--- config.mk ---
export PLATFORM = sky130hd
export DESIGN_NAME = idwu_device_flat
export DESIGN_NICKNAME = d
export VERILOG_FILES = /design/src/logic/idwu_pkg.sv /design/src/logic/idwu_link_if.sv /design/src/logic/idwu_device.sv /design/src/flat_wrapper.sv
export SDC_FILE = /design/constraint.sdc
export NUM_CORES = 1
export LEC_CHECK = 0
export BUFFER_PORTS_ARGS = -buffer_cell sky130_fd_sc_hd__buf_2
export CAP_MARGIN = 20
export CORE_MARGIN = 1
export CORE_UTILIZATION = 56
export DETAILED_ROUTE_END_ITERATION = 10
export PLACE_DENSITY = 0.76
export REMOVE_ABC_BUFFERS = 1
export SLEW_MARGIN = 20
export SYNTH_ARGS = -nofsm -noshare
export SYNTH_HDL_FRONTEND = slang
export SYNTH_SLANG_ARGS = --single-unit
export TNS_END_PERCENT = 100
--- constraint.sdc ---
create_clock -name mclk -period 2.6 [get_ports mclk]
set_clock_uncertainty 0.2 [all_clocks]
set_input_delay 0.52 -clock mclk [delete_from_list [all_inputs] [get_ports mclk]]
set_output_delay 0.52 -clock mclk [all_outputs]
set_load 0.005 [all_outputs]
--- src/logic/idwu_pkg.sv ---
// constants shared by both ends of the idle and wake-up controller
package idwu_pkg;

	// ----------------------------------------------------------------
	// device register map, word index on the device link
	// ----------------------------------------------------------------
	localparam logic [15:0] DOMAIN_IDLE_CONFIG  = 16'h0001;
	localparam logic [15:0] DOMAIN_IDLE_STATUS  = 16'h0002;
	localparam logic [15:0] PERIPH_IDLE_CONTROL = 16'h9400;
	localparam logic [15:0] PERIPH_IDLE_STATUS  = 16'h9401;
	localparam logic [15:0] MASTER_IDLE_CONTROL = 16'h9402;
	localparam logic [15:0] MASTER_IDLE_STATUS  = 16'h9403;
	localparam logic [15:0] PLL_CTRL_STATUS     = 16'h9404;
	localparam logic [15:0] WAKE_SOURCE_ENABLE  = 16'h9405;
	localparam logic [15:0] IRQ_ENABLE          = 16'h9406;
	localparam logic [15:0] REG_RESET           = 16'h0000;

	// ----------------------------------------------------------------
	// domain idle config / status bit positions
	// ----------------------------------------------------------------
	localparam int CORE_IDLE_BIT       = 0;
	localparam int MASTER_PORT_IDLE    = 1;
	localparam int ICACHE_IDLE_BIT     = 2;
	localparam int PERIPH_DOMAIN_IDLE  = 3;
	localparam int CLKGEN_IDLE_BIT     = 4;
	localparam int MEMIF_IDLE_BIT      = 5;
	localparam int EXT_PORT_IDLE_BIT   = 6;
	localparam int MEM_PORT_IDLE_BIT   = 7;
	localparam int INSTR_PORT_IDLE_BIT = 8;
	localparam int CLKGEN_EXT_IDLE_BIT = 9;
	localparam int DOMAIN_BITS         = 10;
	localparam logic [15:0] CONFIG_WMASK   = 16'h03FF;
	localparam logic [15:0] CLKGEN_REQ_SET = 16'h03E7;
	localparam logic [15:0] WAKE_CLR_MASK  = 16'h0171;

	// ----------------------------------------------------------------
	// peripheral, master and clock register fields
	// ----------------------------------------------------------------
	localparam int PERIPH_SERIAL_BIT = 0;
	localparam int PERIPH_MEMIF_BIT  = 9;
	localparam int MASTER_DMA_BIT    = 0;
	localparam int MASTER_HOST_BIT   = 1;
	localparam int PLL_PWRDN_BIT     = 0;
	localparam int PLL_RESET_BIT     = 1;
	localparam int PLL_ENABLE_BIT    = 2;
	localparam int OSC_PWRDN_BIT     = 3;
	localparam int PLL_LOCK_BIT      = 4;
	localparam logic [15:0] PLL_WMASK  = 16'h000F;
	localparam logic [15:0] PLL_RESET  = 16'h0002;
	localparam int WAKE_NMI_BIT      = 4;
	localparam int OSC_STABLE_CYCLES = 41032;

	// ----------------------------------------------------------------
	// controller APB register map, byte addresses
	// ----------------------------------------------------------------
	localparam logic [7:0] CTL_ADDR   = 8'h00;
	localparam logic [7:0] CTL_WDATA  = 8'h04;
	localparam logic [7:0] CTL_CMD    = 8'h08;
	localparam logic [7:0] CTL_STATUS = 8'h0C;
	localparam logic [7:0] CTL_RDATA  = 8'h10;
	localparam int CMD_WRITE_BIT = 0;
	localparam int CMD_READ_BIT  = 1;
	localparam int CMD_IDLE_BIT  = 2;
	localparam int STS_BUSY_BIT  = 0;
	localparam int STS_ERR_BIT   = 1;

endpackage

--- src/logic/idwu_link_if.sv ---
// link between the software-side controller and the idle/wake device
`timescale 1ns/10ps
interface idwu_link_if;
	logic        regWr;    // one-cycle write request
	logic        regRd;    // one-cycle read request
	logic [15:0] regAddr;  // device register index
	logic [15:0] regWdata; // write data
	logic        idleExec; // one-cycle idle instruction strobe
	logic        regAck;   // one-cycle answer
	logic        regErr;   // answer to an unmapped index
	logic [15:0] regRdata; // read data, valid with regAck

	modport dev (input regWr, regRd, regAddr, regWdata, idleExec,
		output regAck, regErr, regRdata);
	modport ctl (output regWr, regRd, regAddr, regWdata, idleExec,
		input regAck, regErr, regRdata);
endinterface

--- src/logic/idwu_device.sv ---
// idle and wake-up device: domain gating, wake sources, oscillator settle
`timescale 1ns/10ps

// Functional notes
// - enabled external irq or nmi wakes core
// - reset: all active, config/status cleared
// - core wake also wakes memif and partners
// - clear master-port bit, idle: dma+host wake
// - master control bit zero wakes that module
// - clear periph bit, idle: all peripherals wake
// - periph control bit zero wakes that peripheral, unless the write meets a core wake in the same cycle
// - all config zero plus idle: everything runs
// - pll enable selects pll core clock
// - wake restarts oscillator with clock module
// - wake enable selects wake-capable sources
// - software enables irqs before deep idle
// - count 41032 reference cycles after oscillator power-down wake/reset
// - idle instruction loads status from config
// - core off: any unmasked irq wakes
// - clock off: only wake-enabled external irq or nmi wakes
// - serial transfer auto-wakes serial and dma
// - memif unselected is gated, access errors
// - control writes that set bits wait for idle instruction
// - status registers show idle portions
// - config is 16 bits, top six reserved
// - bad clock-idle combination raises bus error
module idwu_device
	import idwu_pkg::*;
#(
	parameter int STABLE_CYCLES = OSC_STABLE_CYCLES
) (
	input  wire logic        mclk,
	input  wire logic        rstn,
	idwu_link_if.dev         link,
	input  wire logic [3:0]  extIrqPin,
	input  wire logic        nmiPin,
	input  wire logic        onChipIrq,
	input  wire logic        serialExtClk,
	input  wire logic        serialXferPin,
	input  wire logic        pllLockPin,
	input  wire logic        extBusSelMemif,
	input  wire logic        memifAccess,
	output logic [9:0]       domainClkEn,
	output logic [15:0]      periphClkEn,
	output logic [1:0]       masterClkEn,
	output logic             oscRun,
	output logic             pllSelect,
	output logic             cpuRun,
	output logic             busErrIrq
);
	localparam int CW = $clog2(STABLE_CYCLES + 1);

	logic [15:0]   domainIdleConfig;
	logic [15:0]   domainIdleStatus;
	logic [15:0]   periphIdleControl;
	logic [15:0]   periphIdleStatus;
	logic [1:0]    masterIdleControl;
	logic [1:0]    masterIdleStatus;
	logic [15:0]   pllCtrlStatus;
	logic [4:0]    wakeSourceEnable;
	logic [3:0]    irqEnable;
	logic [CW-1:0] stableCnt;
	logic [6:0]    pinMeta;
	logic [6:0]    pinSync;
	logic          autoWake;

	// ----------------------------------------------------------------
	// pin synchronisers
	// ----------------------------------------------------------------
	// two stages before any wake logic looks at a pin
	always_ff @(posedge mclk or negedge rstn) begin
		if (!rstn) begin
			pinMeta <= '0;
			pinSync <= '0;
		end else begin
			pinMeta <= {pllLockPin, serialXferPin, nmiPin, extIrqPin};
			pinSync <= pinMeta;
		end
	end

	wire [3:0] extIrq     = pinSync[3:0];
	wire       nmi        = pinSync[4];
	wire       serialXfer = pinSync[5];
	wire       pllLock    = pinSync[6];

	// ----------------------------------------------------------------
	// decode
	// ----------------------------------------------------------------
	wire wrCfg  = link.regWr && (link.regAddr == DOMAIN_IDLE_CONFIG);
	wire wrPic  = link.regWr && (link.regAddr == PERIPH_IDLE_CONTROL);
	wire wrMic  = link.regWr && (link.regAddr == MASTER_IDLE_CONTROL);
	wire wrPll  = link.regWr && (link.regAddr == PLL_CTRL_STATUS);
	wire wrWake = link.regWr && (link.regAddr == WAKE_SOURCE_ENABLE);
	wire wrIrq  = link.regWr && (link.regAddr == IRQ_ENABLE);
	wire mapped = (link.regAddr == DOMAIN_IDLE_CONFIG) || (link.regAddr == DOMAIN_IDLE_STATUS)
		|| (link.regAddr == PERIPH_IDLE_CONTROL) || (link.regAddr == PERIPH_IDLE_STATUS)
		|| (link.regAddr == MASTER_IDLE_CONTROL) || (link.regAddr == MASTER_IDLE_STATUS)
		|| (link.regAddr == PLL_CTRL_STATUS) || (link.regAddr == WAKE_SOURCE_ENABLE)
		|| (link.regAddr == IRQ_ENABLE);

	// read mux, status words show live idle state
	wire [15:0] pllView = {11'h000, pllLock, pllCtrlStatus[3:0]};
	wire [15:0] rdMux =
		(link.regAddr == DOMAIN_IDLE_CONFIG)  ? domainIdleConfig :
		(link.regAddr == DOMAIN_IDLE_STATUS)  ? domainIdleStatus :
		(link.regAddr == PERIPH_IDLE_CONTROL) ? periphIdleControl :
		(link.regAddr == PERIPH_IDLE_STATUS)  ? periphIdleStatus :
		(link.regAddr == MASTER_IDLE_CONTROL) ? {14'h0000, masterIdleControl} :
		(link.regAddr == MASTER_IDLE_STATUS)  ? {14'h0000, masterIdleStatus} :
		(link.regAddr == PLL_CTRL_STATUS)     ? pllView :
		(link.regAddr == WAKE_SOURCE_ENABLE)  ? {11'h000, wakeSourceEnable} :
		(link.regAddr == IRQ_ENABLE)          ? {12'h000, irqEnable} : 16'h0000;

	// ----------------------------------------------------------------
	// idle entry and wake conditions
	// ----------------------------------------------------------------
	// clock generator idle needs the whole set of port bits
	wire clkgenBad = domainIdleConfig[CLKGEN_IDLE_BIT]
		&& ((domainIdleConfig & CLKGEN_REQ_SET) != CLKGEN_REQ_SET);
	wire idleGo    = link.idleExec && !clkgenBad;

	wire coreOff   = domainIdleStatus[CORE_IDLE_BIT];
	wire clkOff    = domainIdleStatus[CLKGEN_IDLE_BIT];
	wire extWake   = |(extIrq & irqEnable) || nmi;
	// with the clock generator stopped only selected pins can wake
	wire deepWake  = |({nmi, extIrq} & wakeSourceEnable & {1'b1, irqEnable});
	wire wakeNow   = coreOff && (clkOff ? deepWake : (extWake || onChipIrq));
	wire oscDown   = clkOff && pllCtrlStatus[OSC_PWRDN_BIT];
	wire pllLive   = pllCtrlStatus[PLL_ENABLE_BIT] && !pllCtrlStatus[PLL_PWRDN_BIT];

	// serial transfer on external clock briefly ungates serial and dma
	wire nextAuto  = serialExtClk && pllLive && serialXfer
		&& periphIdleStatus[PERIPH_SERIAL_BIT] && masterIdleStatus[MASTER_DMA_BIT];

	// ----------------------------------------------------------------
	// staged control registers
	// ----------------------------------------------------------------
	// writes stage values; gating follows the idle strobe, except control bits cleared to zero
	always_ff @(posedge mclk or negedge rstn) begin
		if (!rstn) begin
			domainIdleConfig  <= REG_RESET;
			periphIdleControl <= REG_RESET;
			masterIdleControl <= '0;
			pllCtrlStatus     <= PLL_RESET;
			wakeSourceEnable  <= '0;
			irqEnable         <= '0;
		end else begin
			if (wrCfg)
				domainIdleConfig <= link.regWdata & CONFIG_WMASK;
			if (wrPic)
				periphIdleControl <= link.regWdata;
			if (wrMic)
				masterIdleControl <= link.regWdata[1:0];
			if (wrPll)
				pllCtrlStatus <= link.regWdata & PLL_WMASK;
			if (wrWake)
				wakeSourceEnable <= link.regWdata[4:0];
			if (wrIrq)
				irqEnable <= link.regWdata[3:0];
		end
	end

	// ----------------------------------------------------------------
	// active idle state
	// ----------------------------------------------------------------
	// wake clears only the core-related bits, config is untouched
	always_ff @(posedge mclk or negedge rstn) begin
		if (!rstn) begin
			domainIdleStatus <= REG_RESET;
			periphIdleStatus <= REG_RESET;
			masterIdleStatus <= '0;
		end else if (idleGo) begin
			domainIdleStatus <= domainIdleConfig;
			periphIdleStatus <= domainIdleConfig[PERIPH_DOMAIN_IDLE]
				? periphIdleControl : 16'h0000;
			masterIdleStatus <= domainIdleConfig[MASTER_PORT_IDLE]
				? masterIdleControl : 2'b00;
		end else begin
			if (wakeNow) begin
				domainIdleStatus <= domainIdleStatus & ~WAKE_CLR_MASK;
				periphIdleStatus[PERIPH_MEMIF_BIT] <= 1'b0;
			end else if (wrPic)
				periphIdleStatus <= periphIdleStatus & link.regWdata;
			if (wrMic)
				masterIdleStatus <= masterIdleStatus & link.regWdata[1:0];
		end
	end

	// ----------------------------------------------------------------
	// oscillator settle counter
	// ----------------------------------------------------------------
	// runs from reset, reloads when waking from oscillator power-down
	always_ff @(posedge mclk or negedge rstn) begin
		if (!rstn)
			stableCnt <= CW'(STABLE_CYCLES);
		else if (wakeNow && oscDown)
			stableCnt <= CW'(STABLE_CYCLES);
		else if (stableCnt != '0)
			stableCnt <= stableCnt - CW'(1);
	end

	// ----------------------------------------------------------------
	// registered outputs and link answer
	// ----------------------------------------------------------------
	wire memifSel = extBusSelMemif && !periphIdleStatus[PERIPH_MEMIF_BIT]
		&& !domainIdleStatus[MEMIF_IDLE_BIT];

	always_ff @(posedge mclk or negedge rstn) begin
		if (!rstn) begin
			domainClkEn   <= '1;
			periphClkEn   <= '1;
			masterClkEn   <= '1;
			oscRun        <= 1'b1;
			pllSelect     <= 1'b0;
			cpuRun        <= 1'b0;
			busErrIrq     <= 1'b0;
			autoWake      <= 1'b0;
			link.regAck   <= 1'b0;
			link.regErr   <= 1'b0;
			link.regRdata <= 16'h0000;
		end else begin
			autoWake      <= nextAuto;
			domainClkEn   <= ~domainIdleStatus[DOMAIN_BITS-1:0];
			periphClkEn   <= ~periphIdleStatus | {15'h0000, autoWake};
			periphClkEn[PERIPH_MEMIF_BIT] <= memifSel;
			masterClkEn   <= ~masterIdleStatus | {1'b0, autoWake};
			oscRun        <= !oscDown;
			pllSelect     <= pllLive;
			cpuRun        <= (stableCnt == '0) && !coreOff;
			busErrIrq     <= (link.idleExec && clkgenBad) || (memifAccess && !memifSel);
			link.regAck   <= link.regWr || link.regRd;
			link.regErr   <= (link.regWr || link.regRd) && !mapped;
			link.regRdata <= link.regRd ? rdMux : 16'h0000;
		end
	end

endmodule // idwu_device

--- src/flat_wrapper.sv ---
// flat-port wrapper written by rule: the top's interface ports become plain ports
module idwu_device_flat import idwu_pkg::*;
#(
	parameter int STABLE_CYCLES = OSC_STABLE_CYCLES
)
  (mclk, rstn, extIrqPin, nmiPin, onChipIrq, serialExtClk, serialXferPin, pllLockPin, extBusSelMemif, memifAccess, domainClkEn, periphClkEn, masterClkEn, oscRun, pllSelect, cpuRun, busErrIrq, link_regWr, link_regRd, link_regAddr, link_regWdata, link_idleExec, link_regAck, link_regErr, link_regRdata);
  idwu_link_if link_i ();
  input  wire logic mclk;
  input  wire logic rstn;
  input  wire logic [3:0] extIrqPin;
  input  wire logic nmiPin;
  input  wire logic onChipIrq;
  input  wire logic serialExtClk;
  input  wire logic serialXferPin;
  input  wire logic pllLockPin;
  input  wire logic extBusSelMemif;
  input  wire logic memifAccess;
  output logic [9:0] domainClkEn;
  output logic [15:0] periphClkEn;
  output logic [1:0] masterClkEn;
  output logic oscRun;
  output logic pllSelect;
  output logic cpuRun;
  output logic busErrIrq;
  input wire logic [$bits(link_i.regWr)-1:0] link_regWr;
  input wire logic [$bits(link_i.regRd)-1:0] link_regRd;
  input wire logic [$bits(link_i.regAddr)-1:0] link_regAddr;
  input wire logic [$bits(link_i.regWdata)-1:0] link_regWdata;
  input wire logic [$bits(link_i.idleExec)-1:0] link_idleExec;
  output wire logic [$bits(link_i.regAck)-1:0] link_regAck;
  output wire logic [$bits(link_i.regErr)-1:0] link_regErr;
  output wire logic [$bits(link_i.regRdata)-1:0] link_regRdata;
  assign link_i.regWr = link_regWr;
  assign link_i.regRd = link_regRd;
  assign link_i.regAddr = link_regAddr;
  assign link_i.regWdata = link_regWdata;
  assign link_i.idleExec = link_idleExec;
  assign link_regAck = link_i.regAck;
  assign link_regErr = link_i.regErr;
  assign link_regRdata = link_i.regRdata;
  idwu_device #(.STABLE_CYCLES(STABLE_CYCLES)) u_core (.mclk(mclk), .rstn(rstn), .link(link_i), .extIrqPin(extIrqPin), .nmiPin(nmiPin), .onChipIrq(onChipIrq), .serialExtClk(serialExtClk), .serialXferPin(serialXferPin), .pllLockPin(pllLockPin), .extBusSelMemif(extBusSelMemif), .memifAccess(memifAccess), .domainClkEn(domainClkEn), .periphClkEn(periphClkEn), .masterClkEn(masterClkEn), .oscRun(oscRun), .pllSelect(pllSelect), .cpuRun(cpuRun), .busErrIrq(busErrIrq));
endmodule
==> metrics.md <==
| Metric | Value |
|---|---|
| Ys async rst share | `1.00` |
| H-tree Lvls | `4` |
| 1st-iter DRT viols | `~420` |
| Pin count of the biggest net entering global routing | `65` |
| Synth Area in Compound Gates | `0.102` |
| Clk sinks | `150` |
| Fmax | `around 440 MHz` |
| Overall routed net length | `14600 microns` |
| Worst slew pin tran | `between 700 and 800 ps` |
| Design Area, Final | `around 8000 sq um` |
| Final Hold Vio Count | `0` |
| Post-route ant nets | `0` |
| EDFF count, synth | `0` |
| Largest family of logic cells by synthesized area | `simple AND/OR/NAND/NOR gates` |
| Wl on met1 | `between 6000 and 7000 microns` |
| Global placer's final weighted congestion | `roughly 0.89` |
| Main synth FF type | `dfrtp_1` |
| Port Buf Inserts | `97` |
| Pre-antenna DRT Iters | `5` |
| Placed cell areas | `between 7000 and 8000 sq um` |
| Std cell rows | `38` |
| Mapped Avg Cell Area | `approximately 12 sq um` |
| Kind of critical path | `input pin to flop` |
| CTS Hold Buffers Added | `8` |
| Setup bufs post-CTS | `0` |
| Reg2Reg Launch Point | `u_core.stableCnt[2]` |
| Critical-path top delay cell | `or4_1` |
| CTS Buf Count | `17` |
| Hold_sp | `extBusSelMemif` |
| Grt total ovfl | `0` |
| N_diodes | `0` |
| Die H | `between 100 and 150 microns` |
| Fraction of layout cells with a size suffix above 1 | `0.371` |
| DR vias | `approximately 4700` |
| Die area | `around 12000 sq um` |
| Library cells used by synthesis | `54` |
| Power per cell area | `roughly 660 nW/um^2` |
| Comb pwr share | `0.040` |
| Setup tns final | `0 ps` |
| Initial core utilization | `0.578` |
| Relative slew slack | `0.533` |
| Clk network pwr share | `0.506` |
| Internal | `4.11 mW` |
| Met2 WL post-DR | `7220 microns` |
| RSZ-0062 raised after global routing | `false` |
| Worst ir drop on vdd | `0.000383 V` |
| Worst-Skew Late Latency | `roughly 530 ps` |
| Synthesized-area fraction occupied by adder cells | `0.00199` |
| Worst EP required | `between 2000 and 3000 ps` |
| Synth Area in Simple Gates | `0.136` |
| Post-Synthesis Cell Area | `roughly 6300 sq um` |
| Vias per inst | `about 5.8` |
| Status | `completed` |
| Clk buf depth | `2` |
| GRT Overall Usage | `0.276` |
| Utilization of the core after routing | `0.721` |
| Worst-path fanout max | `6` |
| Final Critical Period | `~2300 ps` |
| Period utilization | `0.872` |
| Die Wd | `108 microns` |
| Area grow syn2layout | `24.7%` |
| Dpl hpwl | `between 9000 and 10000 microns` |
| Post-synthesis mux area share | `0.113` |
| Wirelength per Cell | `between 15 and 20 microns` |
| Final hold slack | `28.8 ps` |
| Mapped Cells | `~530` |
| Flop pwr share | `0.454` |
| Synthesis warning total | `0` |
| # IOs | `98` |
| Max-Cap Viols | `0` |
| Initial antenna violation count | `0` |
| DR top layer | `met4` |
| CP Capture Type | `flop` |
| Root Buffer | `clkbuf_8` |
| # setup viols final | `0` |
| Layout Nets | `approximately 710` |
| Crit path largest cell delay | `about 700 ps` |
| Leakage Power | `approximately 3.6 nW` |
| Sequential fraction of the synthesis area | `0.603` |
| Worst path cell trace | `buf_2, or3_1, or4_1, nor2_8, buf_4, mux2_2` |
| XOR/XNOR Fraction of Synth Area | `0.00835` |
| CTS tree | `yes` |
| Fin. max-slew vios | `0` |
| Crit path DAT | `2480 ps` |
| NetSw | `~1.1 mW` |
| Sw Share | `0.209` |
| # DRC | `0` |
| Clock transition at the registers of the reported paths | `60 ps` |
| Startpoint Class | `input pin` |
| Crit path from | `link_regAddr[9]` |
| WL met3 | `between 800 and 900 microns` |
| Vias in the first global route | `between 4000 and 5000` |
| #FFs+latches synth | `150` |
| First-pass GRT wire length | `between 20000 and 25000 microns` |
| Hold crit path type | `input pin to flop` |
| PostCTS Resize Cnt | `0` |
| Core area | `around 11000 sq um` |
[cell type report]
class,instances,area [sq um]
flip-flops and latches,150,3800
fillers,731,3040
multi-input cells,324,2270
repair buffers,138,845
clock buffers,20,435
clock inverters,12,201
well taps,140,175
inverters,33,124
[routing by layer]
layer  GRT usage  up-vias
li1            -     2155
met1       0.365     2332
met2       0.438      214
met3      0.0573       40
met4       0.128        0
met5           0        -
[worst max-delay path, delay by kind of cell]
kind	cells	cell delay, ps
AND/OR/NAND/NOR	3	1370
multiplexers	1	330
buffers and inverters	2	270
[power groups by stage]
stage	combinational (mW)	clock, mW	sequential [mW]
6_report	0.209	2.63	2.36
5_1_grt	0.231	2.76	2.36
4_1_cts	0.211	2.65	2.36
3_5_place_dp	0.200	0	2.40
3_3_place_gp	0.195	0	2.40
2_1_floorplan	0.0482	0	2.40
[cell families after synthesis]
family                     count (synthesis)
adders and majority gates                  1
AOI/OAI and AO/OA                         89
DFF                                      150
buffers and inverters                     55
and+or+nand+nor                          164
muxes                                     64
xor gates and xnor gates                   6
[registers in the layout (all words and copies together) (netlist names), 2 cells and up]
register / cells
u_core.domainClkEn: 10
u_core.domainIdleConfig: 10
u_core.domainIdleStatus: 10
u_core.irqEnable: 4
u_core.link.regRdata: 16
u_core.masterClkEn: 2
u_core.masterIdleControl: 2
u_core.masterIdleStatus: 2
u_core.periphClkEn: 16
u_core.periphIdleControl: 16
u_core.periphIdleStatus: 16
u_core.pinMeta: 7
u_core.pinSync: 7
u_core.pllCtrlStatus: 4
u_core.stableCnt: 16
u_core.wakeSourceEnable: 5
[synthesized netlist by cell type (4+ instances only)]
cell,number,share of area
xor2_1,4,0.0056
and3_1,5,0.0050
clkbuf_1,19,0.011
a22o_1,4,0.0056
a2bb2oi_1,15,0.021
o221ai_1,8,0.011
dfrtp_1,116,0.46
nor3b_1,4,0.0048
mux2_2,47,0.084
nand2_1,42,0.025
o21ai_0,20,0.016
nor2_1,38,0.023
inv_1,33,0.020
nor3_1,11,0.0087
a21oi_1,16,0.013
mux2i_1,16,0.025
nand2b_1,4,0.0040
nand3_1,27,0.021
or3_1,4,0.0040
a211oi_1,4,0.0048
nand4_1,6,0.0060
nor2b_1,5,0.0050
or4_1,4,0.0048
dfstp_2,34,0.14
[stage by stage]
stage                     worst slack, ps  power, mW  cells
after floorplan                     -35.9       2.45    507
after global placement               -173       2.59    777
after detailed placement             -206       2.60    777
after CTS                             342       5.22    817
after global routing                  137       5.35    817
final                                 332       5.19    817
[path summary, 6_finish.rpt]
| path | end | slack [ps] | depth (start not counted) |
|---|---|---|---|
| setup reg to reg | u_core.stableCnt[9] | 370 | 5 |
| hold / removal | u_core.periphClkEn[9] | 30 | 2 |
| setup / recovery | u_core.periphIdleControl[12] | 330 | 6 |
| hold reg to reg | u_core.pinSync[6] | 150 | 0 |
| max in group asynchronous | u_core.periphClkEn[0] | 1140 | 3 |
| min in group asynchronous | u_core.periphIdleStatus[13] | 330 | 2 |
[placed cells by master (no fill, tap or decap), types with 20 or more instances in the layout]
cell | synthesis | routed
dfstp_2 | 34 | 34
buf_2 | 0 | 96
nor2_1 | 38 | 38
o21ai_0 | 20 | 20
nand3_1 | 27 | 27
nand2_1 | 42 | 42
mux2_2 | 47 | 47
inv_1 | 33 | 33
buf_4 | 1 | 31
dfrtp_1 | 116 | 116
(Power assumes the default switching activity.)
